==> src/core/fcb_pkg.sv <==
// What this block does
// RULE1: Tap weight bits 11:0, signed two's complement
// RULE2: Seventh-tap register at 0x425, resets zero
// RULE3: Sixth tap feeds channel A or single
// RULE4: Register 0x425 feeds seventh tap
// RULE5: Register 0x427 feeds eighth tap
// RULE6: Register 0x429 feeds ninth, final tap
// RULE7: Bits 15:12 reserved, RW, ignored by filter
// RULE8: Nine taps; centre 18 bits, others 12
// RULE9: Channel B uses separate set, dual only
// RULE10: Writes touch one tap, update datapath cleanly
package fcb_pkg;

   // Register port geometry
   localparam int FCB_ADDR_W = 12;
   localparam int FCB_DATA_W = 16;

   // Filter shape
   localparam int FCB_NUM_TAPS = 9;
   localparam int FCB_CENTRE_TAP = 5;
   localparam int FCB_CENTRE_W = 18;
   localparam int FCB_TAP_W = 12;
   localparam int FCB_FIRST_TAP = 6;
   localparam int FCB_BANK_TAPS = 4;

   // Register offsets, sixth to ninth tap
   localparam logic [11:0] FCB_OFF_TAP6 = 12'h423;
   localparam logic [11:0] FCB_OFF_TAP7 = 12'h425;
   localparam logic [11:0] FCB_OFF_TAP8 = 12'h427;
   localparam logic [11:0] FCB_OFF_TAP9 = 12'h429;
   localparam logic [3:0][11:0] FCB_TAP_OFFS = {FCB_OFF_TAP9, FCB_OFF_TAP8,
                                                FCB_OFF_TAP7, FCB_OFF_TAP6};

   // Field positions
   localparam int FCB_W_MSB = 11;
   localparam int FCB_W_LSB = 0;
   localparam int FCB_RSV_MSB = 15;
   localparam int FCB_RSV_LSB = 12;

   // Values after reset and for unmapped reads
   localparam logic [15:0] FCB_COEF_RST = 16'h0000;
   localparam logic [15:0] FCB_RD_UNMAPPED = 16'h0000;

   // Read answer latency in clock cycles
   localparam int FCB_RD_LAT = 1;

   // Signed tap weight
   typedef logic signed [11:0] fcb_weight_t;

   // Register access request
   typedef struct packed {
      logic wr;
      logic rd;
      logic [11:0] addr;
      logic [15:0] wdata;
   } fcb_reg_req_t;

   // Register access answer
   typedef struct packed {
      logic ack;
      logic hit;
      logic [15:0] rdata;
   } fcb_reg_rsp_t;

   // Four weights, index 0 is the sixth tap
   typedef struct packed {
      fcb_weight_t [3:0] w;
   } fcb_tap_bank_t;

   // Converter channel mode
   typedef enum logic [0:0] {
      FCB_MODE_DUAL = 1'b0,
      FCB_MODE_SINGLE = 1'b1
   } fcb_mode_t;

endpackage : fcb_pkg

==> src/core/fcb_coef_cell.sv <==
`timescale 1ns/1ps
module fcb_coef_cell #(
   parameter logic [11:0] OFFSET = fcb_pkg::FCB_OFF_TAP6
) (
   // Clock and reset
   input wire logic clk,
   input wire logic rst,
   // Register request
   input wire fcb_pkg::fcb_reg_req_t req,
   // Stored word and write hit
   output logic [15:0] q,
   output logic wr_hit
);
   import fcb_pkg::*;

   logic [15:0] coef_ff; // Whole word, reserved bits included
   logic [15:0] nxt_coef;

   // Address match for this cell only
   assign wr_hit = req.wr && (req.addr == OFFSET);
   assign q = coef_ff;

   // Next value: only a write to this offset changes it
   always_comb begin
      nxt_coef = coef_ff;
      if (wr_hit) begin
         nxt_coef = req.wdata; // Reserved bits kept as written [RULE7] [RULE10]
      end
   end

   // Register with synchronous clear
   always_ff @(posedge clk) begin
      if (rst) begin
         coef_ff <= FCB_COEF_RST; // [RULE2] [RULE7]
      end else begin
         coef_ff <= nxt_coef;
      end
   end

endmodule : fcb_coef_cell

==> src/core/fcb_bank_top.sv <==
`timescale 1ns/1ps
module fcb_bank_top (
   // Clock and reset
   input wire logic clk,
   input wire logic rst,
   // Register port
   input wire fcb_pkg::fcb_reg_req_t reg_req,
   output fcb_pkg::fcb_reg_rsp_t reg_rsp,
   // Channel mode from the mode register
   input wire fcb_pkg::fcb_mode_t chan_mode,
   // Weights toward the filters
   output fcb_pkg::fcb_tap_bank_t chan_a_taps,
   output fcb_pkg::fcb_tap_bank_t single_taps,
   // Status toward the datapath
   output logic chan_b_enable,
   output logic taps_updated
);
   import fcb_pkg::*;

   // Cell outputs
   logic [3:0][15:0] coef_q; // Raw words, index 0 is sixth tap
   logic [3:0] wr_hit; // Per-cell write match

   // Answer path
   fcb_reg_rsp_t rsp_ff;
   fcb_reg_rsp_t nxt_rsp;

   // Filter-facing state
   fcb_tap_bank_t chan_a_ff;
   fcb_tap_bank_t nxt_chan_a;
   fcb_tap_bank_t single_ff;
   fcb_tap_bank_t nxt_single;
   logic chan_b_en_ff;
   logic nxt_chan_b_en;
   logic upd_ff;
   logic nxt_upd;

   // One cell per 12-bit tap of the upper half [RULE8]
   genvar gi;
   generate
      for (gi = 0; gi < FCB_BANK_TAPS; gi++) begin : g_cell
         fcb_coef_cell #(
            .OFFSET(FCB_TAP_OFFS[gi])
         ) u_cell (
            .clk(clk),
            .rst(rst),
            .req(reg_req),
            .q(coef_q[gi]),
            .wr_hit(wr_hit[gi])
         );
      end
   endgenerate

   // Read decode; same-cycle write shows old word
   always_comb begin
      nxt_rsp = '0;
      nxt_rsp.ack = reg_req.rd;
      nxt_rsp.rdata = FCB_RD_UNMAPPED; // Unmapped reads as zero
      if (reg_req.rd) begin
         for (int i = 0; i < FCB_BANK_TAPS; i++) begin
            if (reg_req.addr == FCB_TAP_OFFS[i]) begin
               nxt_rsp.hit = 1'b1;
               nxt_rsp.rdata = coef_q[i]; // Reserved bits read back [RULE7]
            end
         end
      end
   end

   // Route weights by mode; only bits 11:0 reach a filter
   always_comb begin
      nxt_chan_a = '0;
      nxt_single = '0;
      for (int i = 0; i < FCB_BANK_TAPS; i++) begin
         if (chan_mode == FCB_MODE_DUAL) begin
            // Channel A filter in dual mode [RULE3] [RULE4] [RULE5] [RULE6]
            nxt_chan_a.w[i] = $signed(coef_q[i][FCB_W_MSB:FCB_W_LSB]); // [RULE1] [RULE7]
         end else begin
            // Single filter in single mode [RULE3] [RULE4] [RULE5] [RULE6]
            nxt_single.w[i] = $signed(coef_q[i][FCB_W_MSB:FCB_W_LSB]); // [RULE1] [RULE7]
         end
      end
   end

   // Status: channel B set is in use only in dual mode
   always_comb begin
      nxt_chan_b_en = (chan_mode == FCB_MODE_DUAL); // [RULE9]
      nxt_upd = |wr_hit; // Datapath told a tap changed [RULE10]
   end

   // Register all outputs
   always_ff @(posedge clk) begin
      if (rst) begin
         rsp_ff <= '0;
         chan_a_ff <= '0;
         single_ff <= '0;
         chan_b_en_ff <= 1'b0;
         upd_ff <= 1'b0;
      end else begin
         rsp_ff <= nxt_rsp;
         chan_a_ff <= nxt_chan_a;
         single_ff <= nxt_single;
         chan_b_en_ff <= nxt_chan_b_en;
         upd_ff <= nxt_upd;
      end
   end

   // Outputs straight from flip-flops
   assign reg_rsp = rsp_ff;
   assign chan_a_taps = chan_a_ff;
   assign single_taps = single_ff;
   assign chan_b_enable = chan_b_en_ff;
   assign taps_updated = upd_ff;

   // Reset clears every stored word and both filter weight sets
   property p_rst_clear;
      @(posedge clk) rst |=> (chan_a_ff == '0) && (single_ff == '0) && (coef_q == '0);
   endproperty
   a_rst_clear: assert property (p_rst_clear) // [RULE2]
      else $error("weights not zero after reset");

   // Seventh tap word written then read back whole
   property p_tap7_rdback;
      @(posedge clk) disable iff (rst)
      (reg_req.wr && reg_req.addr == FCB_OFF_TAP7)
      ##1 (reg_req.rd && !reg_req.wr && reg_req.addr == FCB_OFF_TAP7)
      |=> rsp_ff.ack && rsp_ff.hit && (rsp_ff.rdata == $past(reg_req.wdata, 2));
   endproperty
   a_tap7_rdback: assert property (p_tap7_rdback) // [RULE2]
      else $error("seventh tap readback mismatch");

   // Sign of the sixth weight follows bit 11
   property p_sign;
      @(posedge clk) disable iff (rst)
      (chan_mode == FCB_MODE_DUAL)
      |=> (($signed(chan_a_ff.w[0]) < 0) == $past(coef_q[0][FCB_W_MSB]));
   endproperty
   a_sign: assert property (p_sign) // [RULE1]
      else $error("weight not treated as signed");

   // Sixth tap routed by mode
   property p_tap6;
      @(posedge clk) disable iff (rst)
      (chan_mode == FCB_MODE_SINGLE)
      |=> (single_ff.w[0] == $past(coef_q[0][FCB_W_MSB:FCB_W_LSB])) && (chan_a_ff.w[0] == 0);
   endproperty
   a_tap6: assert property (p_tap6) // [RULE3]
      else $error("sixth tap not on single filter");

   // Seventh tap reaches channel A in dual mode
   property p_tap7;
      @(posedge clk) disable iff (rst)
      (chan_mode == FCB_MODE_DUAL)
      |=> (chan_a_ff.w[1] == $past(coef_q[1][FCB_W_MSB:FCB_W_LSB])) && (single_ff.w[1] == 0);
   endproperty
   a_tap7: assert property (p_tap7) // [RULE4]
      else $error("seventh tap not on channel A");

   // Eighth tap: written value appears two cycles later
   property p_tap8;
      @(posedge clk) disable iff (rst)
      (reg_req.wr && reg_req.addr == FCB_OFF_TAP8 && chan_mode == FCB_MODE_SINGLE)
      ##1 (chan_mode == FCB_MODE_SINGLE && !wr_hit[2])
      |=> single_ff.w[2] == $past(reg_req.wdata[FCB_W_MSB:FCB_W_LSB], 2);
   endproperty
   a_tap8: assert property (p_tap8) // [RULE5]
      else $error("eighth tap write not applied");

   // Ninth tap reaches channel A in dual mode
   property p_tap9;
      @(posedge clk) disable iff (rst)
      (chan_mode == FCB_MODE_DUAL) |=> chan_a_ff.w[3] == $past(coef_q[3][FCB_W_MSB:FCB_W_LSB]);
   endproperty
   a_tap9: assert property (p_tap9) // [RULE6]
      else $error("ninth tap not on channel A");

   // Reserved bits do not move a weight
   property p_rsv;
      @(posedge clk) disable iff (rst)
      (wr_hit[0] && reg_req.wdata[FCB_W_MSB:FCB_W_LSB] == coef_q[0][FCB_W_MSB:FCB_W_LSB]
       && chan_mode == FCB_MODE_DUAL) ##1 (chan_mode == FCB_MODE_DUAL)
      |=> $stable(chan_a_ff.w[0]);
   endproperty
   a_rsv: assert property (p_rsv) // [RULE7]
      else $error("reserved bits changed a weight");

   // Channel B enable follows mode
   property p_chan_b;
      @(posedge clk) disable iff (rst)
      (chan_mode == FCB_MODE_SINGLE) |=> !chan_b_en_ff;
   endproperty
   a_chan_b: assert property (p_chan_b) // [RULE9]
      else $error("channel B enabled in single mode");

   // A seventh-tap write touches only its own tap and flags update
   property p_no_corrupt;
      @(posedge clk) disable iff (rst)
      (reg_req.wr && reg_req.addr == FCB_OFF_TAP7)
      |=> $stable(coef_q[0]) && $stable(coef_q[2]) && $stable(coef_q[3]) && upd_ff;
   endproperty
   a_no_corrupt: assert property (p_no_corrupt) // [RULE10]
      else $error("write disturbed another tap");

endmodule : fcb_bank_top

==> config.mk <==
export PLATFORM = sky130hd
export DESIGN_NAME = fcb_bank_top
export DESIGN_NICKNAME = d
export VERILOG_FILES = /design/src/core/fcb_pkg.sv /design/src/core/fcb_coef_cell.sv /design/src/core/fcb_bank_top.sv
export SDC_FILE = /design/constraint.sdc
export NUM_CORES = 1
export LEC_CHECK = 0
export ABC_AREA = 1
export BUFFER_PORTS_ARGS = -buffer_cell sky130_fd_sc_hd__buf_2
export CAP_MARGIN = 20
export CORE_UTILIZATION = 47
export DETAILED_ROUTE_END_ITERATION = 12
export GPL_TIMING_DRIVEN = 0
export PLACE_DENSITY = 0.74
export SLEW_MARGIN = 20
export SYNTH_ARGS = -nofsm -noshare
export SYNTH_HDL_FRONTEND = slang
export SYNTH_SLANG_ARGS = --single-unit
==> constraint.sdc <==
create_clock -name clk -period 1.2 [get_ports clk]
set_clock_uncertainty 0.05 [all_clocks]
set_input_delay 0.18 -clock clk [delete_from_list [all_inputs] [get_ports clk]]
set_output_delay 0.18 -clock clk [all_outputs]
set_load 0.05 [all_outputs]
# Yosys cells after proc, flatten, opt, wreduce, memory -nomap -nowiden
# Index checks and enable logic that the tools add are counted.
word_totals:
  register_bits: 180
  out_inout_bits: 116
  word_cells: 35
classes:
  n_eq_ne: 4
  muxes: 4
  bitwise: 2
  reduce_logical: 8
ops:
  columns: ["op", "n"]
  rows:
  - ["$mux W17", 4]
  - ["$eq A12 B11 Y1 const B", 4]
  - ["$reduce_or A2 Y1", 3]
  - ["$logic_and A1 B1 Y1", 4]
  - ["$reduce_or A4 Y1", 1]
  - ["$not A1 Y1", 2]

# Logic depth before layout (Yosys ltp)
logic_depth:
  ltp_word: 5
  mapped_depth: 11
  depth_no_buf: 10

# By module
# From an unflattened synthesis, not the netlist that was laid out.
unflattened:
  hier_cells: 975
  area_unflattened_um2: 7328.3
by_module_without_submodules:
  columns: ["module", "instances", "cells_each", "area_each_um2"]
  rows:
  - ["fcb_bank_top", 1, 452, 3839.9]
  - ["fcb_coef_cell (g_cell[1].u_cell ...)", 2, 130, 852.1]
  - ["fcb_coef_cell (g_cell[0].u_cell)", 1, 133, 902.1]
  - ["fcb_coef_cell (g_cell[2].u_cell)", 1, 130, 882.1]

# Worst setup path after synthesis
# No wires, ideal clock.
synth_path:
  kind: "input to register"
  from: "input reg_req[27] in the netlist's numbering"
  to: "register g_cell[3].u_cell.coef_ff[10]"
  arrival_time_ps: 1109
  required_ps: 1034
  path_slack_ps: -75
  cell_stages: 9
  path_cell_list: "inv_1 > nand2_1 > nor2_2 > nand2_2 > nor2_4 > nand2_4 > clkbuf_2 > o21ai_0 > nor2_1"
synth_via:
  elab_chain_len: 2
synth_lines:
  columns: ["item", "line", "text"]
  rows:
  - ["start: declaration", "fcb_bank_top.sv:7", "input wire fcb_pkg::fcb_reg_req_t reg_req,"]
  - ["$eq A12 B11 Y1", "fcb_coef_cell.sv:20", "assign wr_hit = req.wr && (req.addr == OFFSET);"]
  - ["$logic_and A1 B1 Y1", "fcb_coef_cell.sv:20", null]
  - ["end signal: assignment", "fcb_coef_cell.sv:36", "coef_ff <= nxt_coef;"]
  - ["end: declaration", "fcb_coef_cell.sv:16", "logic [15:0] coef_ff;"]
# No other way between the ends.
# A chain may end at the register's enable or synchronous reset.

# Worst setup path after layout
layout_path:
  from: "register single_ff (netlist bit single_taps[13])"
  to: "output single_taps[13] in the netlist's numbering"
layout_rtl:
  columns: ["item", "line", "text"]
  rows:
  - ["start: declaration", "fcb_bank_top.sv:31", "fcb_tap_bank_t single_ff;"]
  - ["start signal: assignment", "fcb_bank_top.sv:101", "single_ff <= nxt_single;"]
  - ["end: declaration", "fcb_bank_top.sv:13", "output fcb_pkg::fcb_tap_bank_t single_taps,"]
# No word-level cell between the ends.

==> reports/results.ini <==
[run_status]
status = finished clean

[setup_path]
critPathTopFamily = flip-flops
crit_path_start_kind = flop
required_ns = 0.97
path_cells = buf_4
slowest_stage = dfxtp_1
end_kind = output pin
critPathMaxStageDelay_ns = 0.32
arrival_ns = 0.95
crit_fanout = 1
setup.worst_path.class = reg -> out
cp_num_buf_inv = 1

[placement]
port_buffers = 148
dp.final_hpwl_mm = 10.8
gp_congestion = 0.841
pre_cts_ws_ns = -0.592

[detailed_routing]
drt-initial-drc-count = 410
highest_layer = met4
viasPerCell = 4.63
drt-wirelength-per-cell_um = 13.9
drc = 0
wl_met1_mm = 6.66
wl_mm = 15.9
wl_met2_mm = 7.76
firstDrtPassIters = 5
dr_wl_met3_mm = 1.19
vias = 5303
ant_nets = 0

[logic_synthesis]
syn_inst = 775
synth_area_sq_mm = 0.00609
ys.flop_type = dfxtp_1
syn_nets = 808
async_flop_share_pct = 0
ys_top_cells_by_area = dfxtp_1, nor2_1, nand2_1
synthDistinctLibCells = 21
yosysSeqAreaShare_pct = 59.2
synth-edff-count = 0
yosysWarnings = 0
ys_ff_latch = 180
synth.top_cell.area_share_pct = 59.2
synth.largest_area_cell = dfxtp_1
avgSynthCellArea_sq_um = 7.85

[cells_and_area]
utilization_pct = 66.0
nNetsFinal = 994
final_common_cell = nor2_1
final_cell_mix = nor2_1, dfxtp_1, nand2_1
antenna_cells = 0
syn2layout_area_growth_pct = 36.8
fillers = 1081
drive_gt1_share_pct = 25.3

[global_routing]
antenna_found_initial = 0
gr-usage-all-layers_pct = 24.6
overflow = 0
grt_max_degree = 17
grt_pass1_wl_mm = 24.7
grt_pass1_vias = 5043

[timing]
finalCritPeriodShare_pct = 98.0
max_freq_ghz = 0.850
maxSlewViolCount = 0
period_needed_ns = 1.18
fin_ws_ns = 0.0242
holdWs_ns = 0.0145
max_slew.worst_pin.slew_ns = 0.618
relSlewSlack_pct = 58.7
setup_viol_count_final = 0
hold_viol = 0

[cts]
cts_tree = built
cts.sinks = 180
numCtsBuffers = 17
clk_latency_ns = 0.43
cts-root-buf = clkbuf_16
htreeDepth = 4
cts_buffer_depth = 2
clk_pin_slew_ns = 0.06

[pwr]
powerDensity_mw_per_mm2 = 1400
ir_worst_vdd_uv = 1050
leakage_nw = 3.84
power.total_mw = 11.7

[die]
num_io_pins = 149
dieHeight_um = 116
core_sq_mm = 0.0126
initial_core_util_pct = 48.2
die-area_sq_mm = 0.0134
die_w_um = 116
std_cell_rows = 41

[worst_hold_path]
hp-class = in -> reg

[job]
cap_violations = 0

flip-flops by register name (all words and copies together) (netlist names):
register	flops
taps_updated	1
single_taps	48
reg_rsp	18
chan_a_taps	48
g_cell.u_cell.q	64
chan_b_enable	1
synth_stat cells, types with 3 or more instances:
cell type  instances
buf_4              3
clkbuf_1          14
inv_1             84
o21ai_0           46
nand3_1           23
nor2_4             5
nand2_1          111
a21oi_1           17
nand4_1            3
buf_2              9
buf_6              4
buf_1              4
dfxtp_1          180
nand2_4            3
nand2_2            5
nor2_1           257
logic make-up after synthesis:
logic type	after synthesis	share of synthesized area, %
AND/OR/NAND/NOR	408	27.0
flip-flops	180	59.2
buffers and inverters	122	8.45
AO/OA/AOI/OAI	65	5.35
final cells by class:
class / instances / area, sq um / area share, %
flip-flops and latches: 180 / 3610 / 43.3
repair buffers: 168 / 1350 / 16.2
clock buffers: 22 / 484 / 5.82
clock inverters: 9 / 78.8 / 0.947
well taps: 172 / 215 / 2.59
inverters: 86 / 348 / 4.18
plain buffers: 35 / 221 / 2.66
multi-input cells: 473 / 2020 / 24.2
worst register-to-register path, delay by kind of cell, from the launching register on:
family	cells	cell delay, ns
simple gates	4	0.39
buf+inv	2	0.13
flops	1	0.33
routing by layer:
layer | track usage, % | up-vias
met5 | 0 | -
met4 | 9.66 | 0
met3 | 5.70 | 29
met2 | 41.4 | 201
met1 | 30.6 | 2368
li1 | - | 2705
what timing repair did:
| item | CTS | global route |
|---|---|---|
| hold buffers | 12 | 0 |
| pin swaps | 0 | 6 |
| gates cloned | 0 | 2 |
| buffers inserted | 0 | 6 |
| gates resized for setup | 119 | 72 |
| setup endpoints to repair | 156 | 75 |
| hold endpoints to repair | 18 | 0 |
power breakdown:
| group | switching, mW | internal (mW) | total [mW] |
|---|---|---|---|
| sequential | 0.00258 | 5.98 | 5.98 |
| clock | 2.21 | 3.05 | 5.26 |
| combinational | 0.283 | 0.140 | 0.424 |
| total | 2.50 | 9.17 | 11.7 |
stage by stage:
| step | TNS (ns) | cell area (sq um) | instances |
|---|---|---|---|
| final | 0 | 8320 | 1145 |
| after floorplan | -0.708 | 6140 | 775 |
| after global placement | -49.86 | 7100 | 1095 |
| after detailed placement | -51.14 | 7100 | 1095 |
| after global routing | -0.0241 | 8320 | 1145 |
| after CTS | 0 | 8070 | 1137 |
path summary, 6_finish.rpt:
| path | startpoint | endpoint | slack, ns | depth (start not counted) |
|---|---|---|---|---|
| setup / recovery | single_taps[13]$_SDFF_PP0_ | single_taps[13] | 0.02 | 1 |
| hold / removal | reg_req[2] | g_cell[1].u_cell.q[2]$_SDFFE_PP0P_ | 0.01 | 3 |
| setup reg to reg | g_cell[3].u_cell.q[3]$_SDFFE_PP0P_ | reg_rsp[3]$_SDFF_PP0_ | 0.26 | 6 |
| hold reg to reg | g_cell[2].u_cell.q[6]$_SDFFE_PP0P_ | single_taps[30]$_SDFF_PP0_ | 0.42 | 2 |
Note: power is estimated with default switching activity, not from simulation.
